`src/dtx_defs.svh`:
```
`ifndef DTX_DEFS_SVH
`define DTX_DEFS_SVH
// ************************************************************
// clock and host port timing
// ************************************************************
`define DTX_CLK_HZ 20000000
`define DTX_CLK_PERIOD_NS 50
`define DTX_HOST_PORT_MHZ 2
`define DTX_HOST_MIN_CYC ((1000 / `DTX_HOST_PORT_MHZ + `DTX_CLK_PERIOD_NS - 1) / `DTX_CLK_PERIOD_NS)
`define DTX_SYNC_STAGES 3
// ************************************************************
// receiver and generator timing
// ************************************************************
`define DTX_SETTLE_NS 200
`define DTX_SETTLE_CYC ((`DTX_SETTLE_NS + `DTX_CLK_PERIOD_NS - 1) / `DTX_CLK_PERIOD_NS)
`define DTX_BURST_MS 50
`define DTX_PAUSE_MS 50
`define DTX_BURST_CYC (`DTX_BURST_MS * (`DTX_CLK_HZ / 1000))
`define DTX_PAUSE_CYC (`DTX_PAUSE_MS * (`DTX_CLK_HZ / 1000))
`define DTX_TX_DEPTH 16
// ************************************************************
// register select codes and field positions
// ************************************************************
`define DTX_RS_DATA 1'h0
`define DTX_RS_CTRL 1'h1
`define DTX_CTA_TONE_EN 0
`define DTX_CTA_CP_MODE 1
`define DTX_CTA_IRQ_EN 2
`define DTX_CTA_SEL_B 3
`define DTX_CTB_BURST 0
`define DTX_ST_NEW_DIGIT 0
`define DTX_ST_TX_READY 1
`define DTX_ST_DSF 2
`define DTX_ST_TX_EMPTY 3
// ************************************************************
// reset values
// ************************************************************
`define DTX_CTA_RST 4'h0
`define DTX_CTB_RST 4'h1
`define DTX_RX_RST 4'h0
`define DTX_SYNC_RST 10'h380
`endif

```
`src/dtx_pkg.sv`:
```
package dtx_pkg;
   // one nibble of the host port
   typedef logic [3:0] dtx_nib_t;
   // receive steering sequence, gray along armed-settle-held
   typedef enum logic [1:0] {
      DTX_RX_ARMED = 2'b00,
      DTX_RX_SETTLE = 2'b01,
      DTX_RX_HELD = 2'b11
   } dtx_rx_e;
   // tone generator sequence, gray along idle-tone-pause
   typedef enum logic [1:0] {
      DTX_TX_IDLE = 2'b00,
      DTX_TX_TONE = 2'b01,
      DTX_TX_PAUSE = 2'b11
   } dtx_tx_e;
endpackage : dtx_pkg

```
`src/dtx_burst.sv`:
```
module dtx_burst
   import dtx_pkg::*;
#(
   parameter int BURST_CYC = 1000000,
   parameter int PAUSE_CYC = 1000000
) (
   // clock and reset
   input wire logic ref_clk_i,
   input wire logic rst_n_i,
   // digit codes in
   input wire logic [3:0] code_i,
   input wire logic valid_i,
   output logic ready_o,
   // mode and stop
   input wire logic burst_mode_i,
   input wire logic stop_i,
   // tone pair selection out
   output logic tone_on_o,
   output logic [3:0] tone_code_o
);
   localparam int MAXC = (BURST_CYC > PAUSE_CYC) ? BURST_CYC : PAUSE_CYC;
   localparam int CW = $clog2(MAXC + 1);
   if (BURST_CYC < 1 || PAUSE_CYC < 1) begin : g_bad_time
      $error("dtx_burst: burst and pause must last at least one cycle");
   end
   dtx_tx_e state;
   logic [CW-1:0] cnt;  // cycles spent in tone or pause
   // continuous mode swaps the digit at once, burst mode waits for idle
   assign ready_o = !stop_i && (state == DTX_TX_IDLE || (!burst_mode_i && state == DTX_TX_TONE));
   // burst counter: tone for a fixed time, then a fixed silent gap
   always_ff @(posedge ref_clk_i or negedge rst_n_i) begin
      if (!rst_n_i) begin
         state <= DTX_TX_IDLE;
         cnt <= '0;
         tone_on_o <= 1'b0;
         tone_code_o <= 4'h0;
      end else if (stop_i) begin
         state <= DTX_TX_IDLE;  // generator disabled, tone dies now
         tone_on_o <= 1'b0;
      end else begin
         case (state)
            DTX_TX_IDLE: begin
               if (valid_i) begin
                  tone_code_o <= code_i;
                  tone_on_o <= 1'b1;
                  cnt <= '0;
                  state <= DTX_TX_TONE;
               end
            end
            DTX_TX_TONE: begin
               if (burst_mode_i) begin
                  if (cnt == CW'(BURST_CYC - 1)) begin
                     cnt <= '0;
                     tone_on_o <= 1'b0;
                     state <= DTX_TX_PAUSE;
                  end else begin
                     cnt <= cnt + 1'b1;
                  end
               end else if (valid_i) begin
                  tone_code_o <= code_i;  // continuous: next digit replaces
               end
            end
            DTX_TX_PAUSE: begin
               if (cnt == CW'(PAUSE_CYC - 1)) begin
                  state <= DTX_TX_IDLE;
               end else begin
                  cnt <= cnt + 1'b1;
               end
            end
            default: begin
               state <= DTX_TX_IDLE;
               tone_on_o <= 1'b0;
            end
         endcase
      end
   end
endmodule : dtx_burst

```
`src/dtx_fifo.sv`:
```
module dtx_fifo
   import dtx_pkg::*;
#(
   parameter int WIDTH = 4,
   parameter int DEPTH = 16
) (
   // clock and reset
   input wire logic ref_clk_i,
   input wire logic rst_n_i,
   // filling side
   input wire logic [WIDTH-1:0] in_data_i,
   input wire logic in_valid_i,
   output logic in_ready_o,
   // draining side
   output logic [WIDTH-1:0] out_data_o,
   output logic out_valid_o,
   input wire logic out_ready_i
);
   localparam int AW = $clog2(DEPTH);
   localparam int CW = AW + 1;
   // pointer wrap relies on a power of two depth
   if (DEPTH < 2 || (1 << AW) != DEPTH) begin : g_bad_depth
      $error("dtx_fifo: DEPTH must be a power of two of at least 2");
   end
   logic [WIDTH-1:0] mem [DEPTH];  // storage words
   logic [AW-1:0] wr_ptr;  // next slot to fill
   logic [AW-1:0] rd_ptr;  // oldest word
   logic [CW-1:0] count;  // words held
   logic push;
   logic pop;
   assign in_ready_o = (count != CW'(DEPTH));
   assign out_valid_o = (count != '0);
   assign out_data_o = mem[rd_ptr];
   assign push = in_valid_i & in_ready_o;
   assign pop = out_valid_o & out_ready_i;
   // storage has no reset: only words behind count are ever read
   always_ff @(posedge ref_clk_i) begin
      if (push) begin
         mem[wr_ptr] <= in_data_i;
      end
   end
   // pointers and fill level
   always_ff @(posedge ref_clk_i or negedge rst_n_i) begin
      if (!rst_n_i) begin
         wr_ptr <= '0;
         rd_ptr <= '0;
         count <= '0;
      end else begin
         if (push) wr_ptr <= wr_ptr + 1'b1;
         if (pop) rd_ptr <= rd_ptr + 1'b1;
         if (push && !pop) count <= count + 1'b1;
         else if (pop && !push) count <= count - 1'b1;
      end
   end
endmodule : dtx_fifo

```
`src/dtx_host_port.sv`:
```
// How it works
// - chip select low marks every access
// - write data taken while write and select low
// - bus driven only while read and select low
// - select line and direction pick five registers
// - one nibble moves per access, one bus
// - interrupt pin only pulls low, never drives high
// - call progress mode with irq enable puts square wave on pin
// - early steer rises once tone pair valid, outside call progress mode
// - early steer drops at once on loss
// - steering rise registers detected pair, updates latch
// - steering fall rearms for next tone pair
// - guard output from early steer and steering
// - burst counter times tone bursts and pauses
// - control register selects call progress mode
// - host port serves strobes up to 2 MHz
// - all timing counted from one oscillator clock
// - registration latches four bit code to receive
// - interrupt pulls low while delayed steering active
// - no digit registration in call progress mode
// - transmit codes use receiver digit encoding
`include "dtx_defs.svh"
module dtx_host_port
   import dtx_pkg::*;
#(
   parameter int BURST_CYC = `DTX_BURST_CYC,
   parameter int PAUSE_CYC = `DTX_PAUSE_CYC,
   parameter int TX_DEPTH = `DTX_TX_DEPTH,
   parameter int SETTLE_CYC = `DTX_SETTLE_CYC
) (
   // clock and reset
   input wire logic ref_clk_i,
   input wire logic rst_n_i,
   // host strobes and select
   input wire logic cs_n_i,
   input wire logic rd_n_i,
   input wire logic wr_n_i,
   input wire logic register_selector_i,
   // host nibble bus, split into three signals
   input wire logic [3:0] host_nibble_bus_i,
   output logic [3:0] host_nibble_bus_o,
   output logic host_nibble_bus_oe_o,
   // open-drain interrupt / call progress pin
   output logic interrupt_or_progress_out_n_o,
   output logic interrupt_or_progress_out_n_oe_o,
   // tone detector, same clock
   input wire logic det_valid_i,
   input wire logic [3:0] det_code_i,
   // call progress comparator, asynchronous
   input wire logic cp_square_i,
   // early steering and steering / guard pin
   output logic early_steer_flag_o,
   input wire logic steering_guard_pin_i,
   output logic steering_guard_pin_o,
   output logic steering_guard_pin_oe_o,
   // tone generator selection
   output logic tone_on_o,
   output logic [3:0] tone_code_o
);
   // ************************************************************
   // elaboration checks
   // ************************************************************
   localparam int NSYNC = 10;  // bits that cross from the pins
   localparam int SW = $clog2(SETTLE_CYC + 1);
   // a strobe shorter than the synchroniser delay would be missed
   if (`DTX_HOST_MIN_CYC <= `DTX_SYNC_STAGES) begin : g_bad_rate
      $error("dtx_host_port: clock too slow for host port rate");
   end
   if (SETTLE_CYC < 1 || TX_DEPTH < 2) begin : g_bad_par
      $error("dtx_host_port: settle time or fifo depth out of range");
   end

   // ************************************************************
   // decode helpers
   // ************************************************************
   // select line picks the data pair or the control/status pair
   function automatic logic sel_is_data(input logic rs);
      return rs == `DTX_RS_DATA;
   endfunction : sel_is_data

   // ************************************************************
   // pin synchronisers
   // ************************************************************
   logic [NSYNC-1:0] sync_in;  // raw pin levels
   logic [NSYNC-1:0] sync_s1;  // first stage, read by stage two only
   logic [NSYNC-1:0] sync_s2;  // second stage
   logic [NSYNC-1:0] sync_s3;  // third stage
   logic [NSYNC-1:0] sync_lvl;  // accepted level
   assign sync_in = {cs_n_i, rd_n_i, wr_n_i, register_selector_i, host_nibble_bus_i,
                     steering_guard_pin_i, cp_square_i};
   // four flops per bit, level moves once stages two and three agree
   for (genvar gi = 0; gi < NSYNC; gi++) begin : g_sync
      always_ff @(posedge ref_clk_i or negedge rst_n_i) begin
         if (!rst_n_i) begin
            sync_s1[gi] <= 1'(`DTX_SYNC_RST >> gi);
            sync_s2[gi] <= 1'(`DTX_SYNC_RST >> gi);
            sync_s3[gi] <= 1'(`DTX_SYNC_RST >> gi);
            sync_lvl[gi] <= 1'(`DTX_SYNC_RST >> gi);
         end else begin
            sync_s1[gi] <= sync_in[gi];
            sync_s2[gi] <= sync_s1[gi];
            sync_s3[gi] <= sync_s2[gi];
            if (sync_s2[gi] == sync_s3[gi]) begin
               sync_lvl[gi] <= sync_s3[gi];
            end
         end
      end
   end
   // clean levels
   logic cs_n;
   logic rd_n;
   logic wr_n;
   logic rs;
   dtx_nib_t bus_in;
   logic steer_hi;
   logic cp_lvl;
   assign {cs_n, rd_n, wr_n, rs, bus_in, steer_hi, cp_lvl} = sync_lvl;

   // ************************************************************
   // access decode
   // ************************************************************
   logic rd_act;  // read interval in progress
   logic wr_act;  // write interval in progress
   logic rd_act_q;  // read interval, one cycle late
   logic wr_act_q;  // write interval, one cycle late
   logic rd_end;  // read interval just closed
   logic wr_end;  // write interval just closed
   dtx_nib_t wr_data;  // last nibble seen inside the write interval
   logic wr_rs;  // select held for the write
   logic rd_rs;  // select held for the read
   assign rd_act = !cs_n && !rd_n && wr_n;
   assign wr_act = !cs_n && !wr_n && rd_n;
   assign rd_end = rd_act_q && !rd_act;
   assign wr_end = wr_act_q && !wr_act;
   // interval tracking and capture of write data and select
   always_ff @(posedge ref_clk_i or negedge rst_n_i) begin
      if (!rst_n_i) begin
         rd_act_q <= 1'b0;
         wr_act_q <= 1'b0;
         wr_data <= 4'h0;
         wr_rs <= 1'b0;
         rd_rs <= 1'b0;
      end else begin
         rd_act_q <= rd_act;
         wr_act_q <= wr_act;
         // keep sampling while low: the host's data is settled at the end
         if (wr_act) begin
            wr_data <= bus_in;
            wr_rs <= rs;
         end
         if (rd_act) begin
            rd_rs <= rs;
         end
      end
   end

   // ************************************************************
   // control registers
   // ************************************************************
   dtx_nib_t ctrl_a;  // tone enable, call progress, irq enable, select b
   dtx_nib_t ctrl_b;  // burst mode
   logic cp_mode;
   assign cp_mode = ctrl_a[`DTX_CTA_CP_MODE];
   // writes commit when the strobe is released
   always_ff @(posedge ref_clk_i or negedge rst_n_i) begin
      if (!rst_n_i) begin
         ctrl_a <= `DTX_CTA_RST;
         ctrl_b <= `DTX_CTB_RST;
      end else if (wr_end && !sel_is_data(wr_rs)) begin
         if (ctrl_a[`DTX_CTA_SEL_B]) begin
            ctrl_b <= wr_data;
            ctrl_a[`DTX_CTA_SEL_B] <= 1'b0;  // next write reaches a again
         end else begin
            ctrl_a <= wr_data;
         end
      end
   end

   // ************************************************************
   // transmit path
   // ************************************************************
   logic tx_push;  // one-cycle push toward the fifo
   dtx_nib_t tx_push_data;
   logic tx_in_ready;  // fifo has room
   dtx_nib_t tx_head;
   logic tx_head_valid;
   logic tx_head_ready;
   logic tone_en;
   assign tone_en = ctrl_a[`DTX_CTA_TONE_EN];
   // a transmit write becomes one push; a full fifo drops the nibble
   always_ff @(posedge ref_clk_i or negedge rst_n_i) begin
      if (!rst_n_i) begin
         tx_push <= 1'b0;
         tx_push_data <= 4'h0;
      end else begin
         tx_push <= wr_end && sel_is_data(wr_rs) && tx_in_ready;
         tx_push_data <= wr_data;
      end
   end
   // digits queue here so software can write ahead of the bursts
   dtx_fifo #(
      .WIDTH(4),
      .DEPTH(TX_DEPTH)
   ) u_tx_fifo (
      .ref_clk_i(ref_clk_i),
      .rst_n_i(rst_n_i),
      .in_data_i(tx_push_data),
      .in_valid_i(tx_push),
      .in_ready_o(tx_in_ready),
      .out_data_o(tx_head),
      .out_valid_o(tx_head_valid),
      .out_ready_i(tx_head_ready)
   );
   // generator stalls the fifo while a burst or pause runs
   dtx_burst #(
      .BURST_CYC(BURST_CYC),
      .PAUSE_CYC(PAUSE_CYC)
   ) u_burst (
      .ref_clk_i(ref_clk_i),
      .rst_n_i(rst_n_i),
      .code_i(tx_head),
      .valid_i(tx_head_valid),
      .ready_o(tx_head_ready),
      .burst_mode_i(ctrl_b[`DTX_CTB_BURST]),
      .stop_i(!tone_en),
      .tone_on_o(tone_on_o),
      .tone_code_o(tone_code_o)
   );

   // ************************************************************
   // receiver steering
   // ************************************************************
   logic early_steer_flag;  // early steering, digits only outside call progress
   dtx_rx_e rx_state;
   logic [SW-1:0] settle_cnt;  // latch settle delay
   dtx_nib_t rx_data;  // receive data register
   logic dsf;  // delayed steering flag
   logic new_digit;  // sticky, cleared by reading receive data
   logic steer_q;  // steering level one cycle ago
   logic steer_rise;
   assign early_steer_flag = det_valid_i && !cp_mode;
   assign steer_rise = steer_hi && !steer_q;
   // early steer follows the detector with no filtering
   always_ff @(posedge ref_clk_i or negedge rst_n_i) begin
      if (!rst_n_i) begin
         early_steer_flag_o <= 1'b0;
      end else begin
         early_steer_flag_o <= early_steer_flag;
      end
   end
   // guard output charges the time constant while both agree
   always_ff @(posedge ref_clk_i or negedge rst_n_i) begin
      if (!rst_n_i) begin
         steering_guard_pin_o <= 1'b0;
         steering_guard_pin_oe_o <= 1'b0;
      end else begin
         steering_guard_pin_o <= early_steer_flag && steer_hi;
         steering_guard_pin_oe_o <= 1'b1;
      end
   end
   // register on steering rise, flag after the latch settles
   always_ff @(posedge ref_clk_i or negedge rst_n_i) begin
      if (!rst_n_i) begin
         steer_q <= 1'b0;
         rx_state <= DTX_RX_ARMED;
         settle_cnt <= '0;
         rx_data <= `DTX_RX_RST;
         dsf <= 1'b0;
      end else begin
         steer_q <= steer_hi;
         case (rx_state)
            DTX_RX_ARMED: begin
               dsf <= 1'b0;
               if (steer_rise && !cp_mode) begin
                  rx_data <= det_code_i;
                  settle_cnt <= '0;
                  rx_state <= DTX_RX_SETTLE;
               end
            end
            DTX_RX_SETTLE: begin
               if (!steer_hi) begin
                  rx_state <= DTX_RX_ARMED;
               end else if (settle_cnt == SW'(SETTLE_CYC - 1)) begin
                  dsf <= 1'b1;
                  rx_state <= DTX_RX_HELD;
               end else begin
                  settle_cnt <= settle_cnt + 1'b1;
               end
            end
            DTX_RX_HELD: begin
               // the pair stays held until steering drops below threshold
               if (!steer_hi) begin
                  dsf <= 1'b0;
                  rx_state <= DTX_RX_ARMED;
               end
            end
            default: begin
               dsf <= 1'b0;
               rx_state <= DTX_RX_ARMED;
            end
         endcase
      end
   end
   // new digit flag: a set in the clearing cycle wins
   always_ff @(posedge ref_clk_i or negedge rst_n_i) begin
      if (!rst_n_i) begin
         new_digit <= 1'b0;
      end else if (rx_state == DTX_RX_SETTLE && steer_hi && settle_cnt == SW'(SETTLE_CYC - 1)) begin
         new_digit <= 1'b1;
      end else if (rd_end && sel_is_data(rd_rs)) begin
         new_digit <= 1'b0;
      end
   end

   // ************************************************************
   // interrupt / call progress pin
   // ************************************************************
   // low level is fixed: the pin is only ever pulled down or released
   always_ff @(posedge ref_clk_i or negedge rst_n_i) begin
      if (!rst_n_i) begin
         interrupt_or_progress_out_n_o <= 1'b0;
         interrupt_or_progress_out_n_oe_o <= 1'b0;
      end else begin
         interrupt_or_progress_out_n_o <= 1'b0;
         if (!ctrl_a[`DTX_CTA_IRQ_EN]) begin
            interrupt_or_progress_out_n_oe_o <= 1'b0;
         end else if (cp_mode) begin
            interrupt_or_progress_out_n_oe_o <= !cp_lvl;
         end else begin
            interrupt_or_progress_out_n_oe_o <= dsf;
         end
      end
   end

   // ************************************************************
   // read side of the host bus
   // ************************************************************
   dtx_nib_t status;
   assign status = {!tx_head_valid, dsf, tx_in_ready, new_digit};
   // bus drives the chosen register only during the read interval
   always_ff @(posedge ref_clk_i or negedge rst_n_i) begin
      if (!rst_n_i) begin
         host_nibble_bus_o <= 4'h0;
         host_nibble_bus_oe_o <= 1'b0;
      end else begin
         host_nibble_bus_oe_o <= rd_act;
         if (!rd_act) begin
            host_nibble_bus_o <= 4'h0;
         end else if (sel_is_data(rs)) begin
            host_nibble_bus_o <= rx_data;
         end else begin
            host_nibble_bus_o <= status;
         end
      end
   end
endmodule : dtx_host_port

```
`config.mk`:
```
export PLATFORM = sky130hd
export DESIGN_NAME = dtx_host_port
export DESIGN_NICKNAME = d
export VERILOG_FILES = /design/src/dtx_pkg.sv /design/src/dtx_burst.sv /design/src/dtx_fifo.sv /design/src/dtx_host_port.sv
export VERILOG_INCLUDE_DIRS = /design/src
export SDC_FILE = /design/constraint.sdc
export NUM_CORES = 1
export LEC_CHECK = 0
export ABC_AREA = 0
export BUFFER_PORTS_ARGS = -buffer_cell sky130_fd_sc_hd__buf_2
export CORE_ASPECT_RATIO = 2
export CORE_MARGIN = 4
export CORE_UTILIZATION = 30
export CTS_BUF_LIST = sky130_fd_sc_hd__clkbuf_16
export DETAILED_ROUTE_END_ITERATION = 16
export GPL_TIMING_DRIVEN = 0
export HOLD_SLACK_MARGIN = 0.05
export PLACE_DENSITY_LB_ADDON = 0.12
export SLEW_MARGIN = 15
export SYNTH_ARGS = -nofsm -noshare
export SYNTH_HDL_FRONTEND = slang
export SYNTH_SLANG_ARGS = --single-unit
```
`constraint.sdc`:
```
create_clock -name ref_clk_i -period 3.5 [get_ports ref_clk_i]
set_input_delay 0.175 -clock ref_clk_i [delete_from_list [all_inputs] [get_ports ref_clk_i]]
set_output_delay 0.175 -clock ref_clk_i [all_outputs]
set_load 0.005 [all_outputs]
```
==> results of run 1 <==
## worst paths after layout
| kind | end | slack, ns | cells after the start |
|---|---|---|---|
| setup / recovery | u_tx_fifo.count[4]$_DFFE_PN0P_ | 0.31 | 12 |
| hold / removal | u_burst.tone_code_o[3]$_DFFE_PN0P_ | 0.21 | 2 |
| setup reg to reg | u_tx_fifo.count[4]$_DFFE_PN0P_ | 0.31 | 12 |
| hold reg to reg | sync_s2[2]$_DFF_PN0_ | 0.35 | 0 |
| max in group asynchronous | cs_n$_DFFE_PN1N_ | 2.49 | 3 |
| min in group ref_clk_i | sync_s2[2]$_DFF_PN0_ | 0.35 | 0 |
## layer usage
metal  share of wire (%)  global-route usage, %  vias up
li1                    -                      -     1987
met1                  37                   11.4     2119
met2                  56                   22.3       75
met3                 2.9                   2.85       37
met4                 4.7                   7.78        0
met5                   0                      0        -
## layout make-up
class / count / share of cell area [%]
plain buffers: 20 / 1.14
clock buffers: 18 / 5.28
clock inverters: 14 / 1.35
inverters: 9 / 0.396
multi-input cells: 292 / 26.1
flip-flops and latches: 182 / 57.4
well taps: 287 / 4.21
repair buffers: 48 / 4.12
## where the power goes
group	total [mW]	internal [mW]	switching, mW
Combinational	1.34	0.640	0.704
Clock	1.84	0.970	0.872
Sequential	2.88	2.58	0.296
## sequential cells by signal, summed over array words and instances (netlist names), 2 cells and up
name / count
u_tx_fifo.mem: 64
u_burst.cnt: 20
sync_s1: 10
sync_s2: 10
sync_s3: 10
u_tx_fifo.count: 5
bus_in: 4
ctrl_a: 4
host_nibble_bus_o: 4
rx_data: 4
tx_push_data: 4
u_burst.tone_code_o: 4
u_tx_fifo.rd_ptr: 4
u_tx_fifo.wr_ptr: 4
wr_data: 4
settle_cnt: 3
rx_state: 2
u_burst.state: 2
## metrics by stage
stage	instances	power, mW	setup WS, ns	hold slack [ns]
global placement	820	4.23	0.0379	0.279
finish	870	6.06	0.314	0.215
global route	870	6.45	0.0517	0.235
floorplan	503	3.80	0.661	-0.121
CTS	869	6.18	0.00172	0.214
detailed placement	821	4.28	0.0282	0.128
## logic make-up (layout without fill, tap and decap cells)
logic type,Yosys count,count (layout)
xor gates and xnor gates,11,11
AOI/OAI and AO/OA,67,67
muxes,42,42
other,2,2
adders and majority gates,23,23
and+or+nand+nor,147,147
DFF,182,182
buffers and inverters,29,109
## cell usage in the layout, fill, tap and decap left out, types with 9 or more instances in the layout
master	count
a21oi_1	13
dfrtp_1	105
dlygate4sd3_1	16
edfxtp_1	64
ha_1	12
nand2_1	42
dfstp_2	13
mux2_2	16
buf_2	38
mux4_2	16
clkbuf_16	18
nor3_1	11
nand2b_1	12
o21ai_0	11
nor2_1	27
nand3_1	18
a31oi_1	15
mux2i_1	10
inv_1	9
maj3_1	10
## repair_timing
item                       CTS  global route
setup endpoints to repair    0             1
gates resized for setup      0             1
hold buffers                16             0
hold endpoints to repair    52             0
setup buffers                0             1
## worst reg2reg max path: cells and delay by family, from the launching register on
kind	cells	cell delay (ns)
flip-flops	1	0.45
AO/OA/AOI/OAI	2	0.36
AND/OR/NAND/NOR	4	0.87
adder cells (fa/ha/maj)	2	0.67
XOR/XNOR	2	0.29
buffers and inverters	2	0.42
==> flow_summary.toml, run 1 <==
[clock_tree]
clk_pin_slew_ns = 0.07
cts-root-buf = "clkbuf_16"
cts_max_level = 4
cts_tree = "done"
clock_path_buffers = 2
clk_latency_ns = 0.44
cts.sinks = 182
cts_buffers = 17

[global_route]
grt_start_max_net_pins = 82
grt_usage_pct = 11.9
grt_overflow = 0
grt_first_pass_wirelength_um = 24400
grt_antenna_before_repair = 0
grt_pass1_vias = 4623

[flow_run]
drv_cap = 0

[die]
rows = 80
die_x_um = 118
dieArea_um2 = 26900
die_h_um = 228
coreArea_um2 = 23800
initial_utilization_pct = 30.4
ios = 32

[timing]
final.setup.tns_ns = 0
drv_slew = 0
fin_skew_ns = 0.00743
grt_setup_unrepaired = "false"
slew_headroom_pct = 41.8
finalCritPeriodShare_pct = 91.0
tightest_slew_ns = 0.866
setup_viol = 0
fmax_ghz = 0.314
finalHoldViolCount = 0
period_minus_slack_ns = 3.19

[synth]
synth_most_common_cell = "dfrtp_1"
synth.ff_latch_count = 182
syn_area_um2 = 7250
seq_area_frac_synth_pct = 67.5
synth_common_cells = "dfrtp_1, edfxtp_1, nand2_1"
yosysWarnings = 0
synth_cells = 503
synth_mux_area_share_pct = 8.84
async_reset_ff_share_pct = 64.8
synth_edf_count = 64
synth_compound_area_share_pct = 6.20
synth-xor-area-share_pct = 1.33
syn_avg_cell_area_um2 = 14.4
synth_top_family_by_area = "simple AND/OR/NAND/NOR gates"
synth-simple-area-share_pct = 10.5
synth_area_leaders = "dfrtp_1, edfxtp_1, mux4_2, dfstp_2, mux2_2"
yosys.area.top_type = "dfrtp_1"
postSynthNetCount = 533
yosysUniqueCellTypes = 53
dominantRegCellSynth = "dfrtp_1"
synth_top_area_share_pct = 36.3
synth_adder_area_share_pct = 3.73

[routing]
routedWlPerCell_um = 16.8
firstDrtPassIters = 4
wirelength_um = 14600
vias = 4218
drc = 0
via_per_inst = 4.85
drt-initial-drc-count = 219
antenna_left = 0

[final_layout]
drive_gt1_share_pct = 21.8
fin_area_um2 = 8530
seq_area_um2 = 4890
syn2layout_area_growth_pct = 17.7
diodes = 0
nNetsFinal = 600
multi_input_area_um2 = 2230
final_util_pct = 35.8
nFillCells = 2307

[place]
gp_congestion = 0.784
post_dp_cell_area_um2 = 7790
port_buffers = 30
dp_hpwl_um = 10300

[critical_path]
critPathSlowestCell = "dfrtp_1"
r2r_start = "u_tx_fifo.count[1]$_DFFE_PN0P_"
critPathCaptureType = "flip-flop"
crit_family = "simple AND/OR/NAND/NOR gates"
critical-path-max-stage-delay_ns = 0.45
path_cells = "nor4_4 > nand2b_1 > nand3_2 > buf_2 > ha_1 > inv_1 > fa_1 > a21o_1 > a21oi_1 > xnor2_1 > nor2_1 > xor2_1"
critPathRequiredTime_ns = 3.82
cp-startpoint = "u_tx_fifo.count[1]$_DFFE_PN0P_"
crit_buf_inv = 2
worst_setup_path_start_kind = "flip-flop"
cp_max_fo = 10
cp.arrival_ns = 3.51
crit_type = "reg -> reg"

[pwr]
p_per_area_nw_per_um2 = 711
p_leak_nw = 3.36
ir_drop_uv = 444

[outcome]
status = "completed"

[hold_path]
worstHoldPathType = "in -> async"
Note: power is estimated with default switching activity, not from simulation.
==> inputs of run 2 (changes only) <==
Settings changed: CORE_UTILIZATION 30 to 55, RECOVER_POWER from default to 50.
==> flow_summary.toml, run 2 (same netlist as run 1, synthesis figures left out) <==
[clock_tree]
cts_max_level = 4
clk_pin_slew_ns = 0.07
cts-root-buf = "clkbuf_16"
clk_latency_ns = 0.42
clock_path_buffers = 2
cts_buffers = 17
cts.sinks = 182
cts_tree = "done"

[hold_path]
worstHoldPathType = "reg -> reg"

[global_route]
grt_usage_pct = 18.8
grt_first_pass_wirelength_um = 21500
grt_antenna_before_repair = 0
grt_start_max_net_pins = 79
grt_overflow = 0
grt_pass1_vias = 4377

[final_layout]
seq_area_um2 = 4890
syn2layout_area_growth_pct = 15.5
largest-register = "u_tx_fifo.mem"
top_regs = "u_tx_fifo.mem (64), u_burst.cnt (20)"
nFillCells = 929
nNetsFinal = 599
drive_gt1_share_pct = 20.4
layout_commonest_cell = "dfrtp_1"
largest_reg_flops = 64
multi_input_area_um2 = 2230
diodes = 0
final_cell_mix = "dfrtp_1, edfxtp_1, nand2_1"

[timing]
grt_setup_unrepaired = "false"
tightest_slew_ns = 2.35
final.setup.tns_ns = 0
period_minus_slack_ns = 3.28
fmax_ghz = 0.305
finalCritPeriodShare_pct = 93.8
finalHoldViolCount = 0
slew_headroom_pct = -56.8
holdWs_ns = 0.349
drv_slew = 41
setup_viol = 0
fin_skew_ns = 0.0112

[critical_path]
path_cells = "nor4_4 > nand2b_1 > nand3_2 > buf_2 > ha_1 > inv_1 > fa_1 > a21o_1 > a21oi_1 > xnor2_1 > nor2_1 > xor2_1"
cp-startpoint = "u_tx_fifo.count[2]$_DFFE_PN0P_"
r2r_start = "u_tx_fifo.count[2]$_DFFE_PN0P_"
critPathRequiredTime_ns = 3.80
r2r_end = "u_tx_fifo.count[4]$_DFFE_PN0P_"
cp_max_fo = 10
cp-endpoint = "u_tx_fifo.count[4]$_DFFE_PN0P_"
critPathSlowestCell = "nor4_4"
rrSetupSlack_ns = 0.22
crit_buf_inv = 2
cp.depth = 12
critPathCaptureType = "flip-flop"
cp.arrival_ns = 3.58
critical-path-max-stage-delay_ns = 0.44
crit_type = "reg -> reg"
r2r.worst_path.cells = 12
crit_family = "simple AND/OR/NAND/NOR gates"
worst_setup_path_start_kind = "flip-flop"

[die]
die_h_um = 170
coreArea_um2 = 13000
dieArea_um2 = 15200
rows = 59
initial_utilization_pct = 55.8
ios = 32
die_x_um = 89.2

[pwr]
seqPwrFrac_pct = 47.5
ir_drop_uv = 506
combPwrFrac_pct = 21.5
p_leak_nw = 3.37
swShare_pct = 29.6
p_int_mw = 4.26
pwr-share-clk_pct = 31.0
p_per_area_nw_per_um2 = 722
p_sw_mw = 1.79

[routing]
routedWlPerCell_um = 17.4
firstDrtPassIters = 4
via_per_inst = 5.71
antenna_left = 0
drc = 0
vias = 4189
wirelength_um = 12800
drt-initial-drc-count = 223

[place]
gp_congestion = 0.833
dp_hpwl_um = 9000
port_buffers = 30

[outcome]
violations = "max-capacitance violations, max-slew violations"
status = "complete, but fails checks"

[flow_run]
drv_cap = 1
-- run 2: changes by cell type in the layout (fill, tap and decap cells not counted) --
cell        change
buf_6           -1
clkinv_4        +3
inv_6           -1
inv_1           +1
dfstp_1         +5
dfstp_2         -5
clkbuf_1        +1
clkinvlp_4      -2
clkinv_2        -2
bufinv_16       +1
and2_1          -1
buf_4           -1
and2_0          +1
-- run 2: power groups by stage --
stage / Sequential, mW / Combinational [mW] / Clock (mW)
floorplan: 2.82 / 0.985 / 0
global placement: 2.90 / 1.26 / 0
detailed placement: 2.92 / 1.31 / 0
CTS: 2.88 / 1.33 / 1.92
global route: 2.92 / 1.44 / 2.02
finish: 2.87 / 1.30 / 1.87
-- run 2: cell type report --
type,count,share of cell area (%)
clock inverters,14,1.69
well taps,152,2.27
plain buffers,20,1.17
repair buffers,47,4.02
clock buffers,18,5.38
flip-flops and latches,182,58.4
multi-input cells,292,26.6
inverters,9,0.404
-- run 2: worst min path at each step --
stage | from | endpoint | slack (ns) | depth (start not counted)
4_1_cts | rst_n_i | u_tx_fifo.count[2]$_DFFE_PN0P_ | 0.23 | 2
6_report | sync_s1[2]$_DFF_PN0_ | sync_s2[2]$_DFF_PN0_ | 0.35 | 0
5_1_grt | sync_s1[3]$_DFF_PN0_ | sync_s2[3]$_DFF_PN0_ | 0.36 | 0
3_5_place_dp | rst_n_i | u_tx_fifo.rd_ptr[0]$_DFFE_PN0P_ | 0.12 | 1
2_1_floorplan | rst_n_i | bus_in[0]$_DFFE_PN0N_ | -0.12 | 0
3_3_place_gp | rd_n_i | sync_s1[8]$_DFF_PN1_ | 0.28 | 1
-- run 2: worst reg2reg max path, cell delays in order (launching register included) --
cell and delay [ns]:
dfrtp_1 0.43, nor4_4 0.44, nand2b_1 0.26, nand3_2 0.23
buf_2 0.29, ha_1 0.24, inv_1 0.11, fa_1 0.42
a21o_1 0.20, a21oi_1 0.18, xnor2_1 0.14, nor2_1 0.07
xor2_1 0.15
-- run 2: timing repair --
action / 4_1_cts / 5_1_grt
endpoints found under the hold margin: 55 / 0
resized for setup: 0 / 1
setup buffers: 0 / 0
setup endpoints to repair: 0 / 1
hold buffers: 16 / 0
-- run 2: per-layer routing --
| metal | routed length (µm) | vias up | track usage, % |
|---|---|---|---|
| met5 | 0 | - | 0 |
| met4 | 304 | 0 | 8.62 |
| met3 | 345 | 20 | 4.31 |
| met2 | 7400 | 72 | 33.5 |
| met1 | 4760 | 2107 | 20.5 |
| li1 | - | 1990 | - |
-- run 2: stage by stage --
stage / total power, mW / util [%] / std cells / setup slack, ns / instance area, µm²
6_report: 6.04 / 64.4 / 734 / 0.218 / 8370
5_1_grt: 6.38 / 64.4 / 734 / 0.0505 / 8370
4_1_cts: 6.13 / 64.4 / 734 / 0.0171 / 8370
3_5_place_dp: 4.23 / 58.7 / 686 / 0.0374 / 7620
3_3_place_gp: 4.16 / 58.4 / 685 / 0.106 / 7590
2_1_floorplan: 3.80 / - / 503 / 0.661 / 7250
